File: config.mk
export PLATFORM = sky130hd
export DESIGN_NAME = encoder_scaling_preset_teachin
export DESIGN_NICKNAME = d
export VERILOG_FILES = /design/src/rtl/encoder_scaling_preset_teachin.v
export VERILOG_INCLUDE_DIRS = /design/src /design/src/inc
export SDC_FILE = /design/constraint.sdc
export NUM_CORES = 2
export LEC_CHECK = 0
export ABC_AREA = 0
export BUFFER_PORTS_ARGS = -buffer_cell sky130_fd_sc_hd__buf_2
export CAP_MARGIN = 5
export CORE_MARGIN = 4
export CORE_UTILIZATION = 30
export CTS_CLUSTER_SIZE = 30
export DETAILED_ROUTE_END_ITERATION = 7
export GPL_TIMING_DRIVEN = 0
export SETUP_SLACK_MARGIN = 0.1
export SYNTH_ARGS = -nofsm -noshare
export SYNTH_HDL_FRONTEND = slang
export SYNTH_SLANG_ARGS = --single-unit
File: constraint.sdc
create_clock -name ref_clk -period 9.2 [get_ports ref_clk]
set_clock_uncertainty 0.15 [all_clocks]
set_input_delay 1.84 -clock ref_clk [delete_from_list [all_inputs] [get_ports ref_clk]]
set_output_delay 1.84 -clock ref_clk [all_outputs]
set_load 0.005 [all_outputs]
File: src/inc/encoder_map.vh
`ifndef ENCODER_MAP_VH
`define ENCODER_MAP_VH

// register byte offsets
`define ADDR_CTRL       5'h00
`define ADDR_TOTAL      5'h04
`define ADDR_STEPS      5'h08
`define ADDR_NUM        5'h0c
`define ADDR_DEN        5'h10
`define ADDR_CTOTAL     5'h14
`define ADDR_POS        5'h18
`define ADDR_OFFSET     5'h1c

// control register fields
`define CTRL_MODE_LSB   0
`define CTRL_MODE_MSB   1
`define CTRL_W16        2
`define CTRL_DIR        3
`define CTRL_READY      4
`define CTRL_NORMAL     5
`define CTRL_BUSY       6

// operating modes
`define MODE_BASIC      2'h0
`define MODE_FULL       2'h1
`define MODE_GEAR       2'h2
`define MODE_TEACH      2'h3

// reset values
`define RST_TOTAL       26'h1000000
`define RST_STEPS       14'h1000
`define RST_NUM         16'h1000
`define RST_DEN         7'h01

// parameter limits
`define MAX_STEPS       14'h2000
`define MAX_NUM         16'hf400
`define MAX_DEN         7'h64

// sensor layout
`define FINE_BITS       13
`define TURN_BITS       12
`define MAX_LOG2        4'hc

// cyclic word bit positions
`define TRIG32_BIT      31
`define TRIG16_BIT      15
`define ST_READY_BIT    25
`define ST_NORMAL_BIT   26
`define DIRCHG_BIT      28

// timing
`define CLK_KHZ         125000
`define RESP_TIME_MS    30
`define FILT_TIME_MS    30

`endif

File: src/rtl/encoder_scaling_preset_teachin.v
// Functional notes
// RULE1 - basic modes: binary, offset, direction, no gear
// RULE2 - basic modes: revolutions cut to power of two
// RULE3 - corrected total length readable, below configured
// RULE4 - raw position repeats every 4096 revolutions
// RULE5 - gear modes: steps per turn from gear
// RULE6 - gear parameters held within their limits
// RULE7 - preset accepted from zero to total minus one
// RULE8 - master raises top output bit for preset
// RULE9 - preset taken on rising trigger edge
// RULE10 - trigger must hold for full response time
// RULE11 - re-arm after release plus filter time
// RULE12 - full profile mode gives no preset acknowledge
// RULE13 - teach-in handles only direction and adjust
// RULE14 - teach-in status replaces position bits 25..31
// RULE15 - status bit 25 shows ready
// RULE16 - status bit 26 shows normal mode
// RULE17 - status bit 28 shows counting direction
// RULE18 - status bit 31 acknowledges executed adjustment; also set for an out-of-range preset that is not applied
// RULE19 - control bit 28 inverts counting direction
// RULE20 - control bit 31 requests adjustment to preset
// RULE21 - direction handshake echoes in bits 0, 28
// RULE22 - preset handshake ends when bit 31 clears
// RULE23 - meaningless status bits zero, control ignored
`timescale 1ns/1ps
`include "encoder_map.vh"
`default_nettype none

module encoder_scaling_preset_teachin #(
  parameter integer RESP_CYCLES = `RESP_TIME_MS * `CLK_KHZ,
  parameter integer FILT_CYCLES = `FILT_TIME_MS * `CLK_KHZ,
  parameter integer CNT_W       = 22
) (
  // clock and reset
  input  wire        ref_clk,
  input  wire        nrst,
  // register port
  input  wire [4:0]  reg_addr,
  input  wire [31:0] reg_wdata,
  input  wire        reg_wr,
  input  wire        reg_rd,
  output reg  [31:0] reg_rdata,
  // raw absolute sensor position
  input  wire [12:0] raw_fine,
  input  wire [11:0] raw_turn,
  // cyclic process data
  input  wire [31:0] out_data,
  output reg  [31:0] in_data
);

  localparam [2:0] S_CFG1 = 3'b001;
  localparam [2:0] S_CFG2 = 3'b010;
  localparam [2:0] S_POS  = 3'b100;
  localparam [3:0] T_IDLE = 4'b0001;
  localparam [3:0] T_QUAL = 4'b0010;
  localparam [3:0] T_HOLD = 4'b0100;
  localparam [3:0] T_FILT = 4'b1000;
  localparam integer     RESP_M1   = RESP_CYCLES - 1;
  localparam integer     FILT_M1   = FILT_CYCLES - 1;
  localparam [CNT_W-1:0] RESP_LAST = RESP_M1[CNT_W-1:0];
  localparam [CNT_W-1:0] FILT_LAST = FILT_M1[CNT_W-1:0];

  function [31:0] clamp;
    input [31:0] v;
    input [31:0] hi;
    begin
      if (v == 32'h0)
        clamp = 32'h1;
      else if (v > hi)
        clamp = hi;
      else
        clamp = v;
    end
  endfunction

  function [3:0] floor_log2;
    input [25:0] v;
    integer i;
    begin
      floor_log2 = 4'h0;
      for (i = 1; i <= `MAX_LOG2; i = i + 1) begin
        if (v >= (26'h1 << i))
          floor_log2 = i[3:0];
      end
    end
  endfunction

  // configuration
  reg [1:0]   mode_reg;
  reg         w16_reg;
  reg         dir_reg;
  reg         dir_next;
  reg         rdy_reg;
  reg         normal_reg;
  reg [25:0]  total_reg;
  reg [13:0]  steps_reg;
  reg [15:0]  num_reg;
  reg [6:0]   den_reg;
  reg         cfg_dirty_reg;
  reg         busy_reg;
  wire        cfg_wr;
  wire [31:0] steps_lim;
  wire [31:0] num_lim;
  wire [31:0] den_lim;
  // derived scaling
  reg [13:0]  ipr_reg;
  reg [25:0]  ctot_reg;
  reg [3:0]   crlog_reg;
  // position state
  reg [15:0]  gturn_reg;
  reg [11:0]  track_reg;
  reg [25:0]  pd_reg;
  reg [25:0]  off_reg;
  reg [25:0]  pos_reg;
  // divider
  reg [47:0]  div_quo_reg;
  reg [26:0]  div_rem_reg;
  reg [25:0]  div_dvs_reg;
  reg [5:0]   div_cnt_reg;
  reg         div_run_reg;
  reg         div_done_reg;
  reg [2:0]   calc_state_reg;
  // preset trigger
  reg [3:0]   trig_state_reg;
  reg [CNT_W-1:0] trig_cnt_reg;
  reg         trig_prev_reg;
  reg         dchg_prev_reg;
  reg         ack_reg;

  wire        gear_mode;
  wire        teach_mode;
  wire        preset_en;
  wire        trig;
  wire [25:0] mod_total;
  wire [11:0] turn_mask;
  wire [11:0] turn_diff;
  wire [38:0] prod_basic;
  wire [42:0] prod_gear;
  wire [47:0] pos_dividend;
  wire [26:0] div_trial;
  wire [25:0] p_now;
  wire [25:0] pd_now;
  wire [26:0] pos_sum;
  wire [25:0] preset_val;
  wire        preset_go;
  wire [32:0] total_den;

  assign gear_mode  = (mode_reg == `MODE_GEAR) || teach_mode;  // [RULE5]
  assign teach_mode = (mode_reg == `MODE_TEACH);
  // preset only in full profile, gear and teach-in modes
  assign preset_en  = (mode_reg != `MODE_BASIC);  // [RULE7]
  // trigger is the top bit of the word in use; teach-in always bit 31
  assign trig       = (w16_reg && !teach_mode) ? out_data[`TRIG16_BIT]
                              : out_data[`TRIG32_BIT];  // [RULE8] [RULE9]
  assign mod_total  = gear_mode ? total_reg : ctot_reg;  // [RULE2]
  assign cfg_wr     = reg_wr && ((reg_addr == `ADDR_TOTAL) ||
                      (reg_addr == `ADDR_STEPS) || (reg_addr == `ADDR_NUM) ||
                      (reg_addr == `ADDR_DEN) || (reg_addr == `ADDR_CTRL));

  // basic turns wrap at the corrected power of two, at most 4096
  assign turn_mask  = (12'h1 << crlog_reg) - 12'h1;  // [RULE4]
  assign turn_diff  = raw_turn - track_reg;
  // no gear in basic modes: fixed steps per turn
  assign prod_basic = {raw_turn & turn_mask, raw_fine}
                      * steps_reg;  // [RULE1]
  assign prod_gear  = {gturn_reg, raw_fine} * ipr_reg;  // [RULE5]
  assign pos_dividend = gear_mode ? {18'h0, prod_gear[42:`FINE_BITS]}
                                  : {22'h0, prod_basic[38:`FINE_BITS]};
  assign total_den  = total_reg * den_reg;
  assign steps_lim  = clamp(reg_wdata, {18'h0, `MAX_STEPS});  // [RULE6]
  assign num_lim    = clamp(reg_wdata, {16'h0, `MAX_NUM});  // [RULE6]
  assign den_lim    = clamp(reg_wdata, {25'h0, `MAX_DEN});  // [RULE6]

  assign div_trial  = {div_rem_reg[25:0], div_quo_reg[47]};
  assign p_now      = div_rem_reg[25:0];
  // counting direction mirrors the scaled position
  assign pd_now     = (dir_reg && (p_now != 26'h0)) ? (mod_total - p_now)
                                                    : p_now;  // [RULE1]
  assign pos_sum    = {1'b0, pd_reg} + {1'b0, off_reg};

  assign preset_val = teach_mode ? {1'b0, out_data[24:0]}
                    : (w16_reg ? {11'h0, out_data[14:0]}
                               : out_data[25:0]);  // [RULE20]
  assign preset_go  = (trig_state_reg == T_QUAL) && trig &&
                      (trig_cnt_reg == RESP_LAST);  // [RULE10]

  // configuration registers
  always @(posedge ref_clk or negedge nrst) begin
    if (!nrst) begin
      mode_reg   <= `MODE_BASIC;
      w16_reg    <= 1'b0;
      rdy_reg    <= 1'b0;
      normal_reg <= 1'b0;
      total_reg  <= `RST_TOTAL;
      steps_reg  <= `RST_STEPS;
      num_reg    <= `RST_NUM;
      den_reg    <= `RST_DEN;
    end else if (reg_wr) begin
      case (reg_addr)
        `ADDR_CTRL: begin
          mode_reg   <= reg_wdata[`CTRL_MODE_MSB:`CTRL_MODE_LSB];
          w16_reg    <= reg_wdata[`CTRL_W16];
          rdy_reg    <= reg_wdata[`CTRL_READY];
          normal_reg <= reg_wdata[`CTRL_NORMAL];
        end
        `ADDR_TOTAL: begin
          total_reg <= (reg_wdata[25:0] == 26'h0) ? 26'h1
                                                  : reg_wdata[25:0];
        end
        `ADDR_STEPS: begin
          steps_reg <= steps_lim[13:0];  // [RULE6]
        end
        `ADDR_NUM: begin
          num_reg <= num_lim[15:0];  // [RULE6]
        end
        `ADDR_DEN: begin
          den_reg <= den_lim[6:0];  // [RULE6]
        end
        default: begin
        end
      endcase
    end
  end

  // counting direction: software sets it, teach-in inverts it
  always @* begin
    dir_next = dir_reg;
    if (reg_wr && (reg_addr == `ADDR_CTRL))
      dir_next = reg_wdata[`CTRL_DIR];
    else if (teach_mode && out_data[`DIRCHG_BIT] && !dchg_prev_reg)
      dir_next = ~dir_reg;  // [RULE19] [RULE21]
  end

  always @(posedge ref_clk or negedge nrst) begin
    if (!nrst) begin
      dir_reg       <= 1'b0;
      dchg_prev_reg <= 1'b0;
    end else begin
      dir_reg       <= dir_next;
      dchg_prev_reg <= out_data[`DIRCHG_BIT];
    end
  end

  // shaft turns tracked modulo the gear numerator
  always @(posedge ref_clk or negedge nrst) begin
    if (!nrst) begin
      gturn_reg <= 16'h0;
      track_reg <= 12'h0;
    end else if (cfg_wr) begin
      gturn_reg <= 16'h0;
      track_reg <= raw_turn;
    end else if (turn_diff != 12'h0) begin
      if (!turn_diff[11]) begin
        track_reg <= track_reg + 12'h1;
        gturn_reg <= (gturn_reg >= num_reg - 16'h1) ? 16'h0
                                                    : gturn_reg + 16'h1;
      end else begin
        track_reg <= track_reg - 12'h1;
        gturn_reg <= (gturn_reg == 16'h0) ? num_reg - 16'h1
                                          : gturn_reg - 16'h1;
      end
    end
  end

  // shared sequential divider and calculation sequence
  always @(posedge ref_clk or negedge nrst) begin
    if (!nrst) begin
      div_quo_reg    <= 48'h0;
      div_rem_reg    <= 27'h0;
      div_dvs_reg    <= 26'h1;
      div_cnt_reg    <= 6'h0;
      div_run_reg    <= 1'b0;
      div_done_reg   <= 1'b0;
      calc_state_reg <= S_CFG1;
      cfg_dirty_reg  <= 1'b1;
      busy_reg       <= 1'b1;
      ipr_reg        <= `RST_STEPS;
      ctot_reg       <= `RST_TOTAL;
      crlog_reg      <= `MAX_LOG2;
      pd_reg         <= 26'h0;
    end else begin
      div_done_reg <= 1'b0;
      busy_reg     <= busy_reg || cfg_wr;
      if (cfg_wr)
        cfg_dirty_reg <= 1'b1;
      if (div_run_reg) begin
        if (div_trial >= {1'b0, div_dvs_reg}) begin
          div_rem_reg <= div_trial - {1'b0, div_dvs_reg};
          div_quo_reg <= {div_quo_reg[46:0], 1'b1};
        end else begin
          div_rem_reg <= div_trial;
          div_quo_reg <= {div_quo_reg[46:0], 1'b0};
        end
        div_cnt_reg <= div_cnt_reg - 6'h1;
        if (div_cnt_reg == 6'h1) begin
          div_run_reg  <= 1'b0;
          div_done_reg <= 1'b1;
        end
      end else if (div_done_reg) begin
        case (calc_state_reg)
          S_CFG1: begin
            // gear steps per turn = total * den / num
            if (div_quo_reg[25:0] == 26'h0)
              ipr_reg <= 14'h1;
            else if (div_quo_reg[25:0] > {12'h0, `MAX_STEPS})
              ipr_reg <= `MAX_STEPS;  // [RULE6]
            else
              ipr_reg <= div_quo_reg[13:0];  // [RULE5]
            calc_state_reg <= S_CFG2;
          end
          S_CFG2: begin
            // corrected length: steps times power-of-two turns
            crlog_reg <= floor_log2(div_quo_reg[25:0]);  // [RULE2]
            ctot_reg  <= {12'h0, steps_reg}
                         << floor_log2(div_quo_reg[25:0]);  // [RULE3]
            calc_state_reg <= S_POS;
          end
          S_POS: begin
            pd_reg <= pd_now;
            // busy until a position from the current setup is in
            busy_reg <= cfg_dirty_reg || cfg_wr;
            if (cfg_dirty_reg)
              calc_state_reg <= S_CFG1;
          end
          default: begin
            calc_state_reg <= S_CFG1;
          end
        endcase
      end else begin
        div_run_reg <= 1'b1;
        div_cnt_reg <= 6'h30;
        div_rem_reg <= 27'h0;
        case (calc_state_reg)
          S_CFG1: begin
            cfg_dirty_reg <= cfg_wr;
            div_quo_reg   <= {15'h0, total_den};
            div_dvs_reg   <= {10'h0, num_reg};
          end
          S_CFG2: begin
            div_quo_reg <= {22'h0, total_reg};
            div_dvs_reg <= {12'h0, steps_reg};
          end
          default: begin
            div_quo_reg <= pos_dividend;
            div_dvs_reg <= mod_total;
          end
        endcase
      end
    end
  end

  // preset trigger: qualify, hold, then filter after release
  always @(posedge ref_clk or negedge nrst) begin
    if (!nrst) begin
      trig_state_reg <= T_IDLE;
      trig_cnt_reg   <= {CNT_W{1'b0}};
      trig_prev_reg  <= 1'b0;
    end else begin
      trig_prev_reg <= trig;
      case (trig_state_reg)
        T_IDLE: begin
          trig_cnt_reg <= {CNT_W{1'b0}};
          if (preset_en && trig && !trig_prev_reg)
            trig_state_reg <= T_QUAL;  // [RULE9]
        end
        T_QUAL: begin
          if (!trig) begin
            trig_state_reg <= T_IDLE;  // [RULE10]
          end else if (trig_cnt_reg == RESP_LAST) begin
            trig_state_reg <= T_HOLD;
          end else begin
            trig_cnt_reg <= trig_cnt_reg + 1'b1;
          end
        end
        T_HOLD: begin
          trig_cnt_reg <= {CNT_W{1'b0}};
          if (!trig)
            trig_state_reg <= T_FILT;  // [RULE11]
        end
        T_FILT: begin
          if (trig) begin
            trig_state_reg <= T_HOLD;  // [RULE11]
          end else if (trig_cnt_reg == FILT_LAST) begin
            trig_state_reg <= T_IDLE;
          end else begin
            trig_cnt_reg <= trig_cnt_reg + 1'b1;
          end
        end
        default: begin
          trig_state_reg <= T_IDLE;
          trig_cnt_reg   <= {CNT_W{1'b0}};
        end
      endcase
    end
  end

  // zero offset and output position
  always @(posedge ref_clk or negedge nrst) begin
    if (!nrst) begin
      off_reg <= 26'h0;
      pos_reg <= 26'h0;
      ack_reg <= 1'b0;
    end else begin
      if (preset_go && (preset_val < mod_total)) begin
        off_reg <= (preset_val >= pd_reg)
                   ? preset_val - pd_reg
                   : preset_val + mod_total - pd_reg;  // [RULE7] [RULE9]
        pos_reg <= preset_val;
      end else if (pos_sum >= {1'b0, mod_total}) begin
        pos_reg <= pos_sum[25:0] - mod_total;  // [RULE1]
      end else begin
        pos_reg <= pos_sum[25:0];
      end
      // acknowledge only in teach-in; set wins over clear
      if (teach_mode && preset_go)
        ack_reg <= 1'b1;  // [RULE18] [RULE12]
      else if (!trig || !teach_mode)
        ack_reg <= 1'b0;  // [RULE22]
    end
  end

  // cyclic input word
  always @(posedge ref_clk or negedge nrst) begin
    if (!nrst) begin
      in_data <= 32'h0;
    end else if (teach_mode) begin
      // bits 27, 29, 30 stay zero; other control bits unused
      in_data[31]    <= ack_reg;  // [RULE14] [RULE18] [RULE23]
      in_data[30:29] <= 2'h0;  // [RULE23]
      in_data[28]    <= dir_reg;  // [RULE17] [RULE21]
      in_data[27]    <= 1'b0;  // [RULE23]
      in_data[`ST_NORMAL_BIT] <= normal_reg;  // [RULE16]
      in_data[`ST_READY_BIT]  <= rdy_reg && !busy_reg;  // [RULE15]
      if (out_data[`DIRCHG_BIT])
        in_data[24:0] <= {24'h0, dir_reg};  // [RULE21] [RULE13]
      else
        in_data[24:0] <= pos_reg[24:0];  // [RULE21] [RULE22]
    end else if (w16_reg) begin
      in_data <= {16'h0, pos_reg[15:0]};  // [RULE12]
    end else begin
      in_data <= {6'h0, pos_reg};
    end
  end

  // register read port
  always @(posedge ref_clk or negedge nrst) begin
    if (!nrst) begin
      reg_rdata <= 32'h0;
    end else if (reg_rd) begin
      case (reg_addr)
        `ADDR_CTRL: begin
          reg_rdata <= {25'h0, busy_reg, normal_reg, rdy_reg,
                        dir_reg, w16_reg, mode_reg};
        end
        `ADDR_TOTAL:  reg_rdata <= {6'h0, total_reg};
        `ADDR_STEPS:  reg_rdata <= {18'h0, steps_reg};
        `ADDR_NUM:    reg_rdata <= {16'h0, num_reg};
        `ADDR_DEN:    reg_rdata <= {25'h0, den_reg};
        `ADDR_CTOTAL: reg_rdata <= {6'h0, mod_total};  // [RULE3]
        `ADDR_POS:    reg_rdata <= {6'h0, pos_reg};
        `ADDR_OFFSET: reg_rdata <= {6'h0, off_reg};
        default:      reg_rdata <= 32'h0;
      endcase
    end
  end

endmodule

`default_nettype wire

==> results.sh <==
export IMPL_root_buffer="clkbuf_16"
export IMPL_post_synth_xor_area_fraction_pct=3.93
export IMPL_h_tree_depth=2
export IMPL_ant_nets=0
export IMPL_slew_headroom_pct=0.317
export IMPL_synth_compound_area_share_pct=14.6
export IMPL_syn2layout_area_growth_pct=10.5
export IMPL_synth_edff_count=0
export IMPL_multi_input_area_um2=44000
export IMPL_pwr_density_cell_nw_per_um2=156
export IMPL_hold_class="reg -> reg"
export IMPL_netlist_area_um2=59300
export IMPL_slew_violations=0
export IMPL_synthSimpleGateAreaFrac_pct=17.3
export IMPL_clkLatencyLatePin_ns=0.68
export IMPL_worst_pin_slew_ns=1.45
export IMPL_synth_top_family_by_area="adder cells"
export IMPL_die_area_um2=205000
export IMPL_dp_hpwl_um=185000
export IMPL_gp_congestion=0.978
export IMPL_path_delay_family="adder cells"
export IMPL_io_buffers=133
export IMPL_drt_iter0_drc=5338
export IMPL_critPathCaptureType="register"
export IMPL_synthArstFlopShare_pct=100
export IMPL_largest_reg_flops=48
export IMPL_synth_area_per_cell_um2=8.60
export IMPL_core_area_um2=196000
export IMPL_synth_adder_area_share_pct=35.2
export IMPL_rsz0062_at_grt="true"
export IMPL_drtPass1Iterations=7
export IMPL_start_util_pct=30.3
export IMPL_chipHeight_um=453
export IMPL_outcome="complete, but fails checks"
export IMPL_num_vias=52807
export IMPL_syn_inst=6901
export IMPL_hold_ws_ns=0.303
export IMPL_nets=8431
export IMPL_yosysWarnings=0
export IMPL_cp_num_buf_inv=7
export IMPL_grt_pass1_vias=53168
export IMPL_cts_tree="done"
export IMPL_clk_pin_slew_worst_paths_ns=0.06
export IMPL_clock_power_share_pct=22.8
export IMPL_seq_area_frac_synth_pct=17.6
export IMPL_cp_max_fo=10
export IMPL_irDropWorstVdd_mv=0.174
export IMPL_io_pins=162
export IMPL_synthFlopType="dfrtp_1"
export IMPL_critical_path_class="in -> reg"
export IMPL_grt_first_pass_wirelength_um=343000
export IMPL_netlist_cell_type_count=101
export IMPL_drc=0
export IMPL_finalPower_uw=10200
export IMPL_clock_path_buffers=3
export IMPL_max_stage_delay_ns=0.72
export IMPL_seq_area_um2=10400
export IMPL_seq_power_share_pct=25.0
export IMPL_cts_made_buffers=53
export IMPL_cp_start_kind="input port"
export IMPL_p_int_uw=5530
export IMPL_drv_cap=2
export IMPL_grt_antenna_before_repair=24
export IMPL_rows=162
export IMPL_timing_final_crit_share_pct=96.6
export IMPL_setup_viol=0
export IMPL_fillers=20622
export IMPL_leakagePower_uw=0.0326
export IMPL_ys_ff_latch=416
export IMPL_period_needed_ns=8.88
export IMPL_die_w_um=453
export IMPL_fmax_ghz=0.113
export IMPL_gr_total_overflow=0
export IMPL_violations="capacitance limit"
export IMPL_power_switching_uw=4700
export IMPL_wl_per_cell_um=23.5
export IMPL_p_sw_share_pct=46.0
export IMPL_totalWireLength_um=230000
export IMPL_grt_max_degree=115
export IMPL_timing_critical_path_mode_cell="fa_1"
export IMPL_crit_slowest_cell="clkbuf_1"
export IMPL_crit_required_ns=9.64
export IMPL_cts_sinks=416
export IMPL_vias_per_cell=5.40
export IMPL_synth_mux_area_share_pct=2.78
export IMPL_drive_above_1_share_pct=6.14
export IMPL_power_share_combinational_pct=52.2
export IMPL_hold_viol=0
export IMPL_grt_util_all_layers_pct=22.1
export IMPL_arrival_ns=9.32
## per-stage QoR
| stage | area, µm² | std cells | util [%] | worst slack [ns] | TNS, ns |
|---|---|---|---|---|---|
| 3_5_place_dp | 63400 | 9672 | 32.4 | -1.12 | -17.56 |
| 4_1_cts | 65400 | 9772 | 33.4 | 0.0825 | 0 |
| 3_3_place_gp | 63300 | 9666 | 32.3 | -2.83 | -1106.90 |
| 5_1_grt | 65500 | 9777 | 33.5 | 0.0837 | 0 |
| 6_report | 65500 | 9784 | 33.5 | 0.317 | 0 |
| 2_1_floorplan | 59400 | 6909 | - | 0.804 | 0 |
## power by group through the flow
stage                     sequential, µW  clock [µW]  combinational (µW)
final                               2560        2330                5340
after floorplan                     2350           0                3740
after global placement              2550           0                5130
after detailed placement            2550           0                5230
after global routing                2570        2420                5850
after CTS                           2530        2360                5270
## final cells by class
type / instances / share of cell area [%]
plain buffers: 401 / 2.49
flip-flops and latches: 416 / 15.9
multi-input cells: 5161 / 67.1
clock buffers: 74 / 2.28
diodes: 9 / 0.0344
clock inverters: 24 / 0.603
inverters: 930 / 5.33
well taps: 2624 / 5.01
repair buffers: 145 / 1.27
## worst reg2reg max path: cells and delay by family, from the launching register on
kind	cells	cell delay, ns
fa+ha+maj	8	3.83
compound gates	11	2.18
buf+inv	8	1.08
simple gates	3	0.97
flops	1	0.40
xor+xnor	1	0.18
## kinds of logic after synthesis
group	after synthesis
other	1
multiplexers	156
AO/OA/AOI/OAI	1343
flip-flops	416
XOR/XNOR	265
buffers and inverters	1332
AND/OR/NAND/NOR	2163
adder cells (fa/ha/maj)	1225
## metal layers
metal / vias to the layer above / share of wire (%) / GRT usage, %
met5: - / 0.025 / 0
met4: 8 / 6.1 / 11.2
met3: 556 / 9.4 / 4.47
met2: 2553 / 44 / 34.2
met1: 26551 / 41 / 29.2
li1: 23139 / - / -
## cells in the mapped netlist (all sizes together), types with 11 or more instances
cell,count,area (µm²)
nand2,962,3620
inv,930,3490
fa,743,14900
ha,482,6030
dfrtp,403,10100
o21ai,357,1790
a21oi,353,1770
and2,348,2180
clkbuf,345,1290
nor2,305,1140
xnor2,155,1370
a21o,125,938
xor2,110,963
nand3,100,500
and3,93,582
mux2i,87,871
nor3,75,395
mux2,69,777
buf,57,280
nor2b,55,344
nand2b,53,339
a22o,51,447
a221oi,49,429
a211oi,45,343
o22ai,43,269
a31oi,42,284
nand4,40,250
or3,37,231
a22oi,34,255
o21a,34,255
nor4,33,213
o21bai,30,225
o221ai,22,199
o31ai,20,155
o211ai,18,140
dfstp,13,342
nor3b,13,103
or4,12,90.1
a21boi,11,82.6
or2,11,68.8
## cell usage in the layout (no fill, tap or decap), types with 86 or more instances in the layout
cell,count
and2_1,347
a21oi_1,349
a21o_1,125
and3_1,93
nand2_1,960
inv_1,928
xor2_1,107
dfrtp_1,403
ha_1,482
xnor2_1,153
clkbuf_1,324
nor2_1,304
fa_1,743
nand3_1,100
buf_2,156
o21ai_0,298
mux2i_1,86
## path summary, 6_finish.rpt
check / startpoint / end / slack, ns / cells past startpoint
max: raw_fine[12] / div_quo_reg[25] / 0.32 / 27
min: div_quo_reg[33] / div_quo_reg[34] / 0.30 / 2
max reg2reg: crlog_reg[0] / div_quo_reg[25] / 0.40 / 31
min reg2reg: div_quo_reg[33] / div_quo_reg[34] / 0.30 / 2
max in group asynchronous: nrst / track_reg[4] / 6.19 / 3
min in group asynchronous: nrst / pd_reg[16] / 1.03 / 1
## repair_timing
| action | in CTS | in global routing |
|---|---|---|
| resized for setup | 39 | 36 |
| hold buffers | 0 | 0 |
| setup endpoints to repair | 22 | 17 |
| pin swaps | 1 | 2 |
| buffers inserted | 2 | 1 |
(Power assumes the default switching activity.)
